<file path="config.mk">
export PLATFORM = sky130hd
export DESIGN_NAME = dcp_control_pins
export DESIGN_NICKNAME = d
export VERILOG_FILES = /design/src/dcp_dummy_guard.sv /design/src/dcp_pkg.sv /design/src/dcp_shifter.sv /design/src/dcp_control_pins.sv
export SDC_FILE = /design/constraint.sdc
export NUM_CORES = 1
export LEC_CHECK = 0
export ABC_AREA = 1
export BUFFER_PORTS_ARGS = -buffer_cell sky130_fd_sc_hd__buf_2
export CAP_MARGIN = 10
export CORE_MARGIN = 2
export CORE_UTILIZATION = 28
export DETAILED_ROUTE_END_ITERATION = 12
export PLACE_DENSITY = 0.42
export SKIP_CTS_REPAIR_TIMING = 1
export SLEW_MARGIN = 20
export SYNTH_ARGS = -nofsm -noshare
export SYNTH_HDL_FRONTEND = slang
export SYNTH_HIERARCHICAL = 1
export SYNTH_SLANG_ARGS = --single-unit
</file>
<file path="constraint.sdc">
create_clock -name clock -period 2.4 [get_ports clock]
set_clock_uncertainty 0.05 [all_clocks]
set_input_delay 0.48 -clock clock [delete_from_list [all_inputs] [get_ports clock]]
set_output_delay 0.48 -clock clock [all_outputs]
set_load 0.03 [all_outputs]
</file>
<file path="src/dcp_dummy_guard.sv">
`timescale 1ns/1ps
`default_nettype none
`default_nettype wire

</file>
<file path="src/dcp_pkg.sv">
/*
 * Shared constants for the digital potentiometer control-pin logic:
 * serial word layout, command codes, reset values and timing.
 * Assumes a single 200 MHz system clock.
 */
`default_nettype none

package dcp_pkg;

   // Serial word layout
   localparam int WORD_W    = 24;
   localparam int CMD_MSB   = 23;
   localparam int CMD_LSB   = 20;
   localparam int ADDR_MSB  = 19;
   localparam int ADDR_LSB  = 16;
   localparam int DATA_W    = 10;
   localparam int CMD_W     = CMD_MSB - CMD_LSB + 1;
   localparam int ADDR_W    = ADDR_MSB - ADDR_LSB + 1;
   localparam int PAD_W     = WORD_W - CMD_W - ADDR_W - DATA_W;

   // Wiper addresses
   localparam logic [ADDR_W-1:0] ADDR_FIRST_WIPER  = 4'h0;
   localparam logic [ADDR_W-1:0] ADDR_SECOND_WIPER = 4'h1;

   // Factory default of the store and the wiper
   localparam logic [DATA_W-1:0] MIDSCALE = 10'h200;

   // Timing
   localparam int CLK_PERIOD_NS = 5;
   localparam int OP_TIME_NS    = 1000;
   localparam int OP_CYCLES     = (OP_TIME_NS + CLK_PERIOD_NS - 1) / CLK_PERIOD_NS;
   localparam int CNT_W         = 16;

   // Command codes
   typedef enum logic [CMD_W-1:0] {
      CMD_NO_OPERATION          = 4'h0,
      CMD_RESTORE_ONE           = 4'h1,
      CMD_STORE_ONE             = 4'h2,
      CMD_WRITE_NV              = 4'h3,
      CMD_RESTORE_COMMAND_EIGHT = 4'h8,
      CMD_READ_NV               = 4'h9,
      CMD_READ_WIPER            = 4'hA,
      CMD_WRITE_WIPER           = 4'hB
   } dcp_cmd_t;

   typedef enum logic [0:0] {
      ST_IDLE = 1'b0,
      ST_BUSY = 1'b1
   } dcp_state_t;

endpackage : dcp_pkg

`default_nettype wire

</file>
<file path="src/dcp_shifter.sv">
/*
 * Serial input shifter: samples the host serial clock, shifts data in
 * MSB first on its rising edges while select is low, and flags the word
 * when select returns high. The same register drives the serial output.
 * Assumes serial pins are synchronous to the system clock.
 */
`timescale 1ns/1ps
`default_nettype none

module dcp_shifter (
   // System
   input  wire logic                       clock,
   input  wire logic                       rst,
   // Serial pins
   input  wire logic                       serial_clk,
   input  wire logic                       sdi,
   input  wire logic                       cs_n,
   output logic                            sdo,
   // Parallel side
   input  wire logic                       load,
   input  wire logic [dcp_pkg::WORD_W-1:0] load_word,
   output logic [dcp_pkg::WORD_W-1:0]      word,
   output logic                            word_valid
);

   logic                       sclk_q, sclk_d;
   logic                       cs_n_q, cs_n_d;
   logic [dcp_pkg::WORD_W-1:0] shift_q, shift_d;
   logic                       valid_q, valid_d;

   always_comb begin
      sclk_d  = serial_clk;
      cs_n_d  = cs_n;
      valid_d = cs_n & ~cs_n_q;
      shift_d = shift_q;
      if (load) begin
         shift_d = load_word;
      end else if (serial_clk & ~sclk_q & ~cs_n) begin
         shift_d = {shift_q[dcp_pkg::WORD_W-2:0], sdi};
      end
   end

   always_ff @(posedge clock) begin
      if (rst) begin
         sclk_q  <= 1'b0;
         cs_n_q  <= 1'b1;
         valid_q <= 1'b0;
         shift_q <= '0;
      end else begin
         sclk_q  <= sclk_d;
         cs_n_q  <= cs_n_d;
         valid_q <= valid_d;
         shift_q <= shift_d;
      end
   end

   assign word       = shift_q;
   assign word_valid = valid_q;
   assign sdo        = shift_q[dcp_pkg::WORD_W-1];

endmodule : dcp_shifter

`default_nettype wire

</file>
<file path="src/dcp_control_pins.sv">
/*
 * Control-pin logic of a dual-channel nonvolatile digital potentiometer:
 * serial command execution, write protect, preset reload and ready.
 * Assumes all pins are synchronous to the 200 MHz clock; the host
 * waits for ready before the next frame or preset.
 */
// Notes on behaviour
// - Address 0x1 selects second wiper setting.
// - Write protect low blocks changes, preset and restores 1, 8 excepted.
// - Restore commands 1, 8 work under protect.
// - Preset copies nonvolatile store into wiper.
// - Preset acts on its rising edge.
// - Unwritten store reloads midscale 512.
// - Select low; word executes on select rising.
// - Ready marks end of 2,3,8,9,10, preset.
// - Address 0x0 selects first wiper setting.
`timescale 1ns/1ps
`default_nettype none

module dcp_control_pins #(
   parameter int CHANNELS  = 2,
   parameter int OP_CYCLES = dcp_pkg::OP_CYCLES
) (
   // System
   input  wire logic                         clock,
   input  wire logic                         rst,
   // Serial port
   input  wire logic                         serial_clk,
   input  wire logic                         sdi,
   input  wire logic                         cs_n,
   output logic                              sdo,
   // Control pins
   input  wire logic                         write_protect_n,
   input  wire logic                         preset_strobe_n,
   // Ready, open drain
   output logic                              rdy_o,
   output logic                              rdy_oe,
   // Wiper settings
   output logic [CHANNELS-1:0][dcp_pkg::DATA_W-1:0] wiper_setting_register
);

   localparam int DW = dcp_pkg::DATA_W;
   localparam int CW = dcp_pkg::CNT_W;

   // Refuse sizes the logic cannot serve
   if (CHANNELS != 2) begin : g_bad_channels
      $error("CHANNELS must be 2");
   end
   if (OP_CYCLES < 1 || OP_CYCLES >= (1 << CW)) begin : g_bad_cycles
      $error("OP_CYCLES out of range");
   end

   // Wiper address to channel index; valid only for mapped addresses
   function automatic logic addr_valid(input logic [dcp_pkg::ADDR_W-1:0] a);
      addr_valid = (a == dcp_pkg::ADDR_FIRST_WIPER) || (a == dcp_pkg::ADDR_SECOND_WIPER);
   endfunction : addr_valid

   function automatic logic addr_chan(input logic [dcp_pkg::ADDR_W-1:0] a);
      addr_chan = (a == dcp_pkg::ADDR_SECOND_WIPER);
   endfunction : addr_chan

   logic [dcp_pkg::WORD_W-1:0] word;
   logic                       word_valid;
   logic                       load;
   logic [dcp_pkg::WORD_W-1:0] load_word;

   dcp_shifter u_shifter (
      .clock      (clock),
      .rst        (rst),
      .serial_clk (serial_clk),
      .sdi        (sdi),
      .cs_n       (cs_n),
      .sdo        (sdo),
      .load       (load),
      .load_word  (load_word),
      .word       (word),
      .word_valid (word_valid)
   );

   dcp_pkg::dcp_state_t           state_q, state_d;
   logic [dcp_pkg::CNT_W-1:0]     cnt_q, cnt_d;
   logic [CHANNELS-1:0][DW-1:0]   wiper_q, wiper_d;
   logic [CHANNELS-1:0][DW-1:0]   nv_q, nv_d;
   logic                          pr_q, pr_d;

   logic [dcp_pkg::CMD_W-1:0]     cmd;
   logic [dcp_pkg::ADDR_W-1:0]    addr;
   logic [DW-1:0]                 data;
   logic                          ch;
   logic                          protect;
   logic                          pr_rise;
   logic                          go_busy;

   assign cmd     = word[dcp_pkg::CMD_MSB:dcp_pkg::CMD_LSB];
   assign addr    = word[dcp_pkg::ADDR_MSB:dcp_pkg::ADDR_LSB];
   assign data    = word[DW-1:0];
   assign ch      = addr_chan(addr);
   assign protect = ~write_protect_n;
   assign pr_rise = preset_strobe_n & ~pr_q;

   always_comb begin
      state_d   = state_q;
      cnt_d     = cnt_q;
      wiper_d   = wiper_q;
      nv_d      = nv_q;
      pr_d      = preset_strobe_n;
      load      = 1'b0;
      load_word = '0;
      go_busy   = 1'b0;
      case (state_q)
         dcp_pkg::ST_IDLE: begin
            if (pr_rise) begin
               wiper_d = nv_q;
               go_busy = 1'b1;
            end else if (word_valid) begin
               case (cmd)
                  dcp_pkg::CMD_RESTORE_ONE: begin
                     if (addr_valid(addr)) begin
                        wiper_d[ch] = nv_q[ch];
                     end
                  end
                  dcp_pkg::CMD_STORE_ONE: begin
                     if (addr_valid(addr) && !protect) begin
                        nv_d[ch] = wiper_q[ch];
                     end
                     go_busy = 1'b1;
                  end
                  dcp_pkg::CMD_WRITE_NV: begin
                     if (addr_valid(addr) && !protect) begin
                        nv_d[ch] = data;
                     end
                     go_busy = 1'b1;
                  end
                  dcp_pkg::CMD_RESTORE_COMMAND_EIGHT: begin
                     wiper_d = nv_q;
                     go_busy = 1'b1;
                  end
                  dcp_pkg::CMD_READ_NV: begin
                     load      = addr_valid(addr);
                     load_word = {cmd, addr, {dcp_pkg::PAD_W{1'b0}}, nv_q[ch]};
                     go_busy   = 1'b1;
                  end
                  dcp_pkg::CMD_READ_WIPER: begin
                     load      = addr_valid(addr);
                     load_word = {cmd, addr, {dcp_pkg::PAD_W{1'b0}}, wiper_q[ch]};
                     go_busy   = 1'b1;
                  end
                  dcp_pkg::CMD_WRITE_WIPER: begin
                     if (addr_valid(addr) && !protect) begin
                        wiper_d[ch] = data;
                     end
                  end
                  default: begin
                  end
               endcase
            end
            if (go_busy) begin
               state_d = dcp_pkg::ST_BUSY;
               cnt_d   = CW'(OP_CYCLES - 1);
            end
         end
         dcp_pkg::ST_BUSY: begin
            // Frames and strobes during busy are dropped
            if (cnt_q == '0) begin
               state_d = dcp_pkg::ST_IDLE;
            end else begin
               cnt_d = cnt_q - CW'(1);
            end
         end
         default: begin
            state_d = dcp_pkg::ST_IDLE;
         end
      endcase
   end

   always_ff @(posedge clock) begin
      if (rst) begin
         state_q <= dcp_pkg::ST_IDLE;
         cnt_q   <= '0;
         wiper_q <= {CHANNELS{dcp_pkg::MIDSCALE}};
         nv_q    <= {CHANNELS{dcp_pkg::MIDSCALE}};
         pr_q    <= 1'b1;
      end else begin
         state_q <= state_d;
         cnt_q   <= cnt_d;
         wiper_q <= wiper_d;
         nv_q    <= nv_d;
         pr_q    <= pr_d;
      end
   end

   // Busy pulls the line low; released means ready
   assign rdy_o  = 1'b0;
   assign rdy_oe = (state_q == dcp_pkg::ST_BUSY);
   assign wiper_setting_register = wiper_q;

   // Checks
   property p_preset_reload;
      @(posedge clock) disable iff (rst)
      (pr_rise && state_q == dcp_pkg::ST_IDLE) |=> (wiper_q == $past(nv_q)) && rdy_oe;
   endproperty
   a_preset_reload: assert property (p_preset_reload) else $error("preset did not reload");

   property p_preset_edge;
      @(posedge clock) disable iff (rst)
      (state_q == dcp_pkg::ST_IDLE && !word_valid && !(preset_strobe_n && !pr_q))
         |=> (wiper_q == $past(wiper_q));
   endproperty
   a_preset_edge: assert property (p_preset_edge) else $error("wiper changed without cause");

   property p_protect_nv;
      @(posedge clock) disable iff (rst)
      !write_protect_n |=> (nv_q == $past(nv_q));
   endproperty
   a_protect_nv: assert property (p_protect_nv) else $error("store changed under protect");

   property p_protect_wiper;
      @(posedge clock) disable iff (rst)
      (!write_protect_n && word_valid && !pr_rise && cmd == dcp_pkg::CMD_WRITE_WIPER)
         |=> (wiper_q == $past(wiper_q));
   endproperty
   a_protect_wiper: assert property (p_protect_wiper) else $error("wiper written under protect");

   property p_restore_all;
      @(posedge clock) disable iff (rst)
      (state_q == dcp_pkg::ST_IDLE && word_valid && !pr_rise
         && cmd == dcp_pkg::CMD_RESTORE_COMMAND_EIGHT) |=> (wiper_q == $past(nv_q));
   endproperty
   a_restore_all: assert property (p_restore_all) else $error("restore eight failed");

   property p_second_wiper;
      @(posedge clock) disable iff (rst)
      (state_q == dcp_pkg::ST_IDLE && word_valid && !pr_rise && write_protect_n
         && cmd == dcp_pkg::CMD_WRITE_WIPER && addr == dcp_pkg::ADDR_SECOND_WIPER)
         |=> (wiper_q[1] == $past(data)) && (wiper_q[0] == $past(wiper_q[0]));
   endproperty
   a_second_wiper: assert property (p_second_wiper) else $error("second wiper not written");

   property p_first_wiper;
      @(posedge clock) disable iff (rst)
      (state_q == dcp_pkg::ST_IDLE && word_valid && !pr_rise && write_protect_n
         && cmd == dcp_pkg::CMD_WRITE_WIPER && addr == dcp_pkg::ADDR_FIRST_WIPER)
         |=> (wiper_q[0] == $past(data)) && (wiper_q[1] == $past(wiper_q[1]));
   endproperty
   a_first_wiper: assert property (p_first_wiper) else $error("first wiper not written");

   property p_select_exec;
      @(posedge clock) disable iff (rst)
      word_valid |-> $past(cs_n, 1) && !$past(cs_n, 2);
   endproperty
   a_select_exec: assert property (p_select_exec) else $error("word without select rise");

   property p_ready_time;
      @(posedge clock) disable iff (rst)
      $rose(rdy_oe) |-> (cnt_q == CW'(OP_CYCLES - 1));
   endproperty
   a_ready_time: assert property (p_ready_time) else $error("busy count wrong");

   property p_ready_end;
      @(posedge clock) disable iff (rst)
      (rdy_oe && cnt_q == '0) |=> !rdy_oe;
   endproperty
   a_ready_end: assert property (p_ready_end) else $error("ready not released");

   property p_midscale;
      @(posedge clock)
      $fell(rst) |-> (nv_q == {CHANNELS{dcp_pkg::MIDSCALE}});
   endproperty
   a_midscale: assert property (p_midscale) else $error("store not midscale");

endmodule : dcp_control_pins

`default_nettype wire

</file>
==> Word-level counts from Yosys, hierarchy flattened <==
Index checks and enable logic that the tools add are counted.
{ "op_classes": {"shifts": 0, "n_mul": 0, "n_bitwise": 10, "reduce_logical": 15, "div_mod_pow": 0, "mux": 38, "order_cmp": 2, "add_sub_neg": 1, "n_eq_ne": 16} }
{ "op_table": {"columns": ["cell", "n"], "rows": [
  ["$mux W20", 6],
  ["$mux W24", 5],
  ["$bwmux W20", 4],
  ["$pmux W20 S3", 1],
  ["$mux W10", 5],
  ["$pmux W24 S2", 1],
  ["$pmux W20 S2", 1],
  ["$mux W16", 2],
  ["$pmux W16 S2", 1],
  ["$eq A4 B4 Y1 const B", 4],
  ["$logic_not A16 Y1", 1],
  ["$sub A16 B1 Y16 const B", 1],
  ["$demux W10 S1", 1],
  ["$mux W1", 10],
  ["$ne A5 B5 Y1 const B", 2],
  ["$eq A4 B1 Y1 const B", 2],
  ["$eq A4 B2 Y1 const B", 2],
  ["$ne A2 B2 Y1 const B", 4],
  ["$ne A3 B3 Y1 const B", 2],
  ["$not A1 Y1", 6],
  ["$reduce_and A6 Y1", 1],
  ["$reduce_bool A2 Y1", 3],
  ["$reduce_and A5 Y1", 1],
  ["$reduce_or A5 Y1", 1],
  ["11 further kinds", 15]
]} }
{ "totals": {"in_bits": 7, "ram_bits": 0, "latchBits": 0, "elab_cells": 94, "romBits": 0, "ff_bits": 85, "n_memories": 0} }

==> Logic depth before layout (Yosys ltp) <==
Gate-level depths: netlist of run 1.
{ "depth": {"depth_word": 10, "depth_mapped": 14, "mapped_depth_nobuf": 12} }

==> By module <==
The synthesis of run 1 kept the hierarchy.
{ "modules_own_cells": {"columns": ["module", "n_inst", "cells_per_inst", "area_each_um2"], "rows": [
  ["dcp_control_pins", 1, 707, 4185.3],
  ["dcp_shifter", 1, 196, 1531.5]
]} }

==> Worst setup path before layout of run 1 <==
No wires, ideal clock.
{ "synth_timing": {"kind": "reg-to-reg", "startpoint": "register u_shifter.shift_q (netlist bit u_shifter/word[23])", "endpoint": "register u_shifter.shift_q (netlist bit u_shifter/word[22])", "period_less_slack_ps": 2206, "n_path_buf": 4, "setup_time_ps": 125, "t_arrival_ps": 2031, "path_slack_ps": 194, "path_stages_with_launch": 14, "required_time_ps": 2225, "cell_sequence": "dfxtp_1 buf_4 inv_1 nor2_4 nand2_1 nor2_2 nor2_1 nor2_1 buf_6 clkinv_4 buf_12 buf_12 nand3_2 a21oi_2"} }
{ "synth_via": {"elab_chain_len": 8} }
{ "synth_lines": {"columns": ["item", "line", "text"], "rows": [
  ["start: declaration", "dcp_shifter.sv:28", "logic [dcp_pkg::WORD_W-1:0] shift_q, shift_d;"],
  ["start signal: assignment", "dcp_shifter.sv:53", "shift_q <= shift_d;"],
  ["$eq A4 B4 Y1", "dcp_control_pins.sv:116", "case (cmd)"],
  ["$reduce_or A2 Y1 (no source line) *", null, null],
  ["$mux W1 *", null, null],
  ["$mux W1 *", "dcp_control_pins.sv:115", "end else if (word_valid) begin"],
  ["$mux W1 *", "dcp_control_pins.sv:112", "if (pr_rise) begin"],
  ["$mux W1 *", "dcp_control_pins.sv:110", "case (state_q)"],
  ["named net load", "dcp_control_pins.sv:64", "logic load;"],
  ["$ne A5 B5 Y1 (no source line) or $reduce_bool A2 Y1 (tied branches)", null, null],
  ["$reduce_and A3 Y1 (no source line)", null, null]
]} }
The timed path passes the listed nets; every way through them passes the cells marked *.
A chain may end at the register's enable or synchronous reset.

==> Worst setup path in the final report of run 1 <==
{ "layout_timing": {"startpoint": "register u_shifter.shift_q (netlist bit u_shifter/word[20])", "endpoint": "register u_shifter.shift_q (netlist bit u_shifter/word[6])"} }
{ "layout_via": {"elab_chain_len": 7} }
{ "layout_lines": {"columns": ["item", "line"], "rows": [
  ["$eq A4 B4 Y1", "dcp_control_pins.sv:116"],
  ["$reduce_or A2 Y1 (no source line) *", null],
  ["$mux W1 *", null],
  ["$mux W1 *", "dcp_control_pins.sv:115"],
  ["$mux W1 *", "dcp_control_pins.sv:112"],
  ["$mux W1 *", "dcp_control_pins.sv:110"],
  ["named net load", "dcp_control_pins.sv:64"],
  ["$mux W24 or $reduce_bool A2 Y1 (tied branches)", null]
]} }
The timed path passes the listed nets; every way through them passes the cells marked *. The select of a mux whose other input is x is not followed.

==> impl_results.md, run 1 <==
- Status: finished clean
- Vert. Die Dim: approximately 150 um
- GRT overflow: 0
- R2R cell count: 12
- Hold Path End: pr_q
- Row count: 52
- Critical R2R Capture: u_shifter/word[6]
- Total Die Area: between 20,000 and 25,000 um2
- Sw Share: 0.283
- Clock Pin Slew Worst Setup and Hold Paths: 0.06 ns
- CP Capture Type: flop
- P_int: between 0.002 and 0.0025 W
- Placed cell count: around 1,200
- CP Data Required Time: about 2.6 ns
- H-tree Lvls: 3
- DP Area: slightly above 6000 um2
- Die width: about 150 um
- Startpoint class of the critical path: flop
- Hold WC Path Type: primary input to flop
- Initial core utilization: 0.284
- Seq pwr share: 0.467
- P_leak: approximately 2.8 nW
- Mapped Cells: around 900
- Routed Antenna Nets: 0
- Psw: between 0.0008 and 0.0009 W
- Fmax: around 480 MHz
- Port Buf Inserts: 28
- Share of cells above drive strength 1: 0.162
- RSZ-0062 raised after global routing: no
- Gr usage total: 0.167
- Yosys Warn Count: 6
- Final antenna diode count: 0
- Worst Max-Slew Pin Slew: approximately 0.65 ns
- Post-route DRC: 0
- Slew Limit Headroom: 0.567
- Non-Filler Instances: about 1,200
- Unique masters post-synth: 39
- Synth Area per Inst: around 6.3 um2
- Fin nets: between 900 and 1,000
- Post-detail-place hpwl: about 12,000 um
- Setup TNS: 0 ns
- Cts bufs inserted: 9
- Power density over the cells: 488 nW/um2
- Max-Cap Viols: 0
- Vias in the first global route: around 5,600
- Crit. Startpoint: u_shifter/word[20]
- Core Box Area: about 20,000 um2
- Clock root cell: clkbuf_16
- Crit share post-route: 0.870
- Routed wire length: 17,100 um
- Clock share of power: 0.426
- Final hold viol count: 0
- Clock latency at the later pin of the worst-skew pair: ~0.36 ns
- Synth area leader: dfxtp_1
- Worst vdd ir: roughly 0.33 mV
- First-pass GRT wire length: a little under 30,000 um
- Final Wtd Congestion: 0.808
- Worst r2r src: u_shifter/word[20]
- First-pass iteration count of the detailed router: 4
- Sinks on Clock Net: 85
- Layout Cell Area excl Fill: roughly 6300 um2
- WL per Instance: roughly 14 um
- Max-slew violations: 0
- Combinational cell fraction of total power: 0.107
- CTS tree: done
- Final setup violation count: 0
- WS Path Type: flop to flop
- Initial antenna violation count: 0
- Yosys reg bits: 85
- Flop2flop setup slack: ~0.31 ns
- Iter 0 DRT Violations: between 300 and 400
- Clock buffer depth: 2
- Top post-synthesis cells by area: dfxtp_1, nand2_1, nor2_1, nand3_1, inv_1
- Largest net degree at the start of global routing: 46
- Final Critical Period: roughly 2.1 ns
- DR vias: about 5,600
- Hold path cells: 2
- Share of the synthesized area in the top cell type: 0.298
- Min-delay src: preset_strobe_n
- Synth-to-layout area growth: 11.1%
- Io pins: 30
- Sequential fraction of the synthesis area: 0.298
- CP Data Arrival Time: about 2.3 ns
- Via/cell ratio: ~4.6
- Crit path max fanout: 20
- Netlist Area Pre-Place: between 5000 and 6000 um2
[layer usage]
layer / global-route usage / vias to the layer above / part of all wire
li1: - / 2915 / -
met1: 0.212 / 2573 / 0.47
met2: 0.289 / 66 / 0.48
met3: 0.0286 / 26 / 0.028
met4: 0.0524 / 0 / 0.019
met5: 0 / - / 0
[cells in the final DEF, fill, tap and decap left out, types with 3 or more instances in the layout]
cell type,netlist,layout
nand2_1,297,297
nor2_1,115,114
inv_1,85,85
dfxtp_1,85,85
nand3_1,68,68
o21ai_0,36,36
buf_2,14,28
a21oi_1,26,26
buf_4,12,25
nand3_2,22,22
a21oi_2,20,20
o21ai_1,16,16
a211oi_1,12,12
nand4_1,10,10
nor2_2,8,9
clkbuf_16,0,9
conb_1,1,8
inv_2,6,6
nand3_4,6,6
nor2_4,6,6
nand2_2,6,6
o211ai_1,6,6
clkinv_2,0,4
nand2_4,3,3
o31ai_1,3,3
or2_2,3,3
nor3_1,3,3
[power groups by stage]
stage / Clock [W] / Sequential, W / Combinational (W)
final: 0.00132 / 0.00145 / 0.000332
after detailed placement: 0 / 0.00148 / 0.000337
after CTS: 0.00136 / 0.00145 / 0.000338
after global routing: 0.00142 / 0.00145 / 0.000384
after floorplan: 0 / 0.00148 / 0.000252
after global placement: 0 / 0.00148 / 0.000335
[state kept, by name, summed over array words and instances, names as in the netlist]
register                cells
cnt_q                      16
nv_q                       20
pr_q                        1
rdy_oe                      1
u_shifter/cs_n_q            1
u_shifter/sclk_q            1
u_shifter/word             24
u_shifter/word_valid        1
wiper_setting_register     20
[cells in the mapped netlist]
master and instances:
nand2_1 297, nor2_1 115, dfxtp_1 85, inv_1 85, nand3_1 68, o21ai_0 36, a21oi_1 26, nand3_2 22
a21oi_2 20, o21ai_1 16, buf_2 14, a211oi_1 12, buf_4 12, nand4_1 10, clkbuf_1 9, nor2_2 8
inv_2 6, nand2_2 6, nand3_4 6, nor2_4 6, o211ai_1 6, buf_6 5, buf_1 3, buf_12 3
nand2_4 3, nor3_1 3, o31ai_1 3, or2_2 3, ha_1 2, mux2i_1 2, nor3b_1 2, o22ai_1 2
a32o_1 1, clkinv_4 1, conb_1 1, nor3_2 1, o21ai_2 1, xnor2_1 1, xor2_1 1
[worst max path at each step]
stage                                             to  slack, ns  cells after the start
after floorplan                   u_shifter/word[22]       0.19                     13
after global placement    wiper_setting_register[10]       0.25                     12
after detailed placement           u_shifter/word[6]       0.18                     12
after CTS                          u_shifter/word[6]       0.30                     12
after global routing               u_shifter/word[1]       0.08                     12
final                              u_shifter/word[6]       0.31                     12
[per-stage QoR]
step | worst slack [ns] | hold slack, ns | util | power (W)
floorplan | 0.194 | 0.325 | - | 0.00174
global placement | 0.252 | 0.332 | 0.303 | 0.00181
detailed placement | 0.181 | 0.336 | 0.303 | 0.00182
CTS | 0.304 | 0.268 | 0.316 | 0.00314
global route | 0.0768 | 0.272 | 0.316 | 0.00326
finish | 0.311 | 0.275 | 0.316 | 0.00310
[logic make-up after synthesis]
kind of cell               Yosys count  share of synthesized area
muxes                                2                    0.00350
DFF                                 85                      0.298
AOI/OAI and AO/OA                  123                      0.132
adders and majority gates            2                    0.00438
buffers and inverters              138                      0.118
xor gates and xnor gates             2                    0.00306
other                                1                   0.000656
and+or+nand+nor                    550                      0.441
[worst max-delay path: stages (launching register included)]
cell,delay (ns)
dfxtp_1,0.43
inv_1,0.08
nor2_1,0.18
nand2_1,0.09
nor2_2,0.16
nor2_1,0.13
nor2_2,0.18
clkinv_4,0.13
buf_4,0.24
nand2_1,0.09
nand2_1,0.05
nand2_1,0.07
a21oi_2,0.05
[area by class of cell]
type,instances,area (um2)
Tap cell,270,338
Multi-Input combinational cell,687,3370
Clock inverter,5,27.5
Clock buffer,11,233
Timing Repair Buffer,53,328
Inverter,92,350
Sequential cell,85,1700
Fill cell,2258,13800
(Power assumes the default switching activity.)
==> run 2, diff against run 1 <==
--- a/config.mk
+++ b/config.mk
@@ -16,5 +16,4 @@
 export SLEW_MARGIN = 20
 export SYNTH_ARGS = -nofsm -noshare
 export SYNTH_HDL_FRONTEND = slang
-export SYNTH_HIERARCHICAL = 1
 export SYNTH_SLANG_ARGS = --single-unit
==> run 2 against run 1 <==
Hold slack improved by 0.0063 ns; die area fell by 11%; synthesized cell count fell by 14%; non-clock buffer count fell by 7; cell count fell by 15%; routed wire length fell by 9.9%; clock power barely moved; clock-buffer cell count rose by 2; critical path type unchanged; largest cell class unchanged; largest power group unchanged.
==> impl_results.md, run 2 <==
- Ys async rst share: 0
- Max reg flops: 24
- Count leader, synth: nand2_1
- First-pass iteration count of the detailed router: 7
- CTS tree: done
- Most frequent cells in the layout: nand2_1, nor2_1, dfxtp_1, inv_1, nand3_1
- Largest net degree at the start of global routing: 47
- Core Box Area: 17,800 um2
- Most common cell after layout, fill and taps aside: nand2_1
- Share of cells above drive strength 1: 0.147
- Vert. Die Dim: approximately 140 um
- Main flop type after synthesis: dfxtp_1
- Initial core utilization: 0.284
- Layout Cell Area excl Fill: between 5000 and 6000 um2
- Crit share post-route: 0.815
- Clock latency at the later pin of the worst-skew pair: around 0.35 ns
- Sequential fraction of the synthesis area: 0.336
- Filler Cell Count: around 2,000
- Reg area: 1700 um2
- Yosys Warn Count: 0
- Clock buffer depth: 2
- RSZ-0062 raised after global routing: no
- Routed Antenna Nets: 0
- Post-detail-place hpwl: roughly 11,000 um
- Syn_nets: just under 800
- Initial antenna violation count: 0
- Io pins: 30
- Total Die Area: around 19,000 um2
- Die width: 139 um
- CP Data Arrival Time: 2.17 ns
- DR vias: between 4,000 and 5,000
- Synth-to-layout area growth: 12.2%
- Final Wtd Congestion: ~0.84
- Status: finished clean
- Vias in the first global route: about 4,500
- Crit path cell chain: nand2_4 -> inv_2 -> nand2_1 -> nand2_1 -> nor2_2 -> nor2_8 -> nand3_4 -> nand2_1 -> nand2_1 -> nor2_1
- Hold WC Path Type: primary input to flop
- Via/cell ratio: slightly below 5
- Gr usage total: 0.162
- Final Critical Period: ~2 ns
- Routed wire length: about 15,000 um
- Clock Pin Slew Worst Setup and Hold Paths: ~0.060 ns
- Post-route DRC: 0
- Max-slew violations: 0
- Sw Share: 0.279
- Cts bufs inserted: 9
- CP Data Required Time: roughly 2.6 ns
- Row count: 49
- Synth Area per Inst: 6.53 um2
- Fmax: between 500 and 600 MHz
- Post-synth top cells: nand2_1, nor2_1, dfxtp_1
- Final setup violation count: 0
- Clock share of power: 0.414
- Power density over the cells: ~570 nW/um2
- Unique masters post-synth: 40
- P_int: ~0.0023 W
- Synth area leader: dfxtp_1
- Crit path max fanout: 19
- Share of the synthesized area in the top cell type: 0.336
- Psw: 0.000903 W
- Fin nets: 801
- Netlist Area Pre-Place: slightly above 5000 um2
- P_leak: 2.49 nW
- Multi-input logic area: around 2800 um2
- Max-Cap Viols: 0
- Sinks on Clock Net: 85
- Final Total Pwr: around 0.0032 W
- GRT overflow: 0
- H-tree Lvls: 3
- Seq pwr share: 0.457
- WS Path Type: flop to flop
- WP buf/inv: 1
- Iter 0 DRT Violations: 295
- Worst Max-Slew Pin Slew: roughly 0.65 ns
- Worst vdd ir: 0.337 mV
- CP Capture Type: flop
- Combinational cell fraction of total power: 0.129
- Clock root cell: clkbuf_16
- Mapped Cells: 776
- Port Buf Inserts: 28
- CP max-delay cell: dfxtp_1
- WL per Instance: roughly 15 um
- Yosys reg bits: 85
- Hold slack: 0.281 ns
- WP depth: 10
- Final antenna diode count: 0
- CP dominant cell by count: nand2_1
- Top post-synthesis cells by area: dfxtp_1, nand2_1, nand3_1, nor2_1, inv_1
- Final hold viol count: 0
- Slew Limit Headroom: 0.567
- DP Area: about 5400 um2
- R2R cell count: 10
- Hold path cells: 3
- Crit path max-delay family: simple AND/OR/NAND/NOR gates
- Post-synth EDFFs: 0
- Final core occ: 0.319
- Startpoint class of the critical path: flop
- Slowest cell delay on critical path: roughly 0.61 ns
- First-pass GRT wire length: ~25,000 um
- Setup TNS: 0 ns
==> run 2: power groups by stage <==
| stage | Combinational [W] | Clock (W) | Sequential (W) |
|---|---|---|---|
| floorplan | 0.000312 | 0 | 0.00152 |
| global placement | 0.000417 | 0 | 0.00151 |
| detailed placement | 0.000418 | 0 | 0.00151 |
| CTS | 0.000420 | 0.00137 | 0.00148 |
| global route | 0.000476 | 0.00144 | 0.00148 |
| finish | 0.000417 | 0.00134 | 0.00148 |
==> run 2: worst paths after layout <==
kind	to	startpoint	slack (ns)
worst min-delay path	pr_q	preset_strobe_n	0.28
worst max-delay path	wiper_setting_register[0]	u_shifter.word[21]	0.44
worst max register to register	wiper_setting_register[0]	u_shifter.word[21]	0.44
worst min register to register	u_shifter.word_valid	u_shifter.cs_n_q	0.33
==> run 2: area by class of cell <==
type | count | share of cell area
repair buffers | 46 | 0.0528
clock buffers | 13 | 0.0458
inverters | 84 | 0.0559
well taps | 229 | 0.0504
multi-input cells | 566 | 0.495
flip-flops and latches | 85 | 0.299
clock inverters | 1 | 0.00132
==> run 2: worst min-delay path: cells and delay by family <==
family                 cells  cell delay [ns]
AND/OR/NAND/NOR            1             0.05
buffers and inverters      2             0.12
==> run 2: metal layers <==
metal | share of wire | track usage | wire (um) | up-vias
met5 | 0 | 0 | 0 | -
met4 | 0.020 | 0.0537 | 306 | 0
met3 | 0.045 | 0.0287 | 686 | 19
met2 | 0.45 | 0.255 | 6940 | 127
met1 | 0.48 | 0.224 | 7470 | 2257
li1 | - | - | - | 2557
==> run 2: cell families (layout without fill, tap and decap cells) <==
kind of cell / count (synthesis) / after routing / share of synthesized area
other: 1 / 1 / 0.000740
buffers and inverters: 125 / 144 / 0.109
DFF: 85 / 85 / 0.336
xor gates and xnor gates: 8 / 8 / 0.0138
and+or+nand+nor: 399 / 399 / 0.366
AOI/OAI and AO/OA: 156 / 156 / 0.170
adders and majority gates: 2 / 2 / 0.00494
==> run 2: through the flow <==
stage / std cells / setup WS (ns)
floorplan: 776 / 0.694
global placement: 1010 / 0.367
detailed placement: 1010 / 0.308
CTS: 1024 / 0.400
global route: 1024 / 0.271
finish: 1024 / 0.445
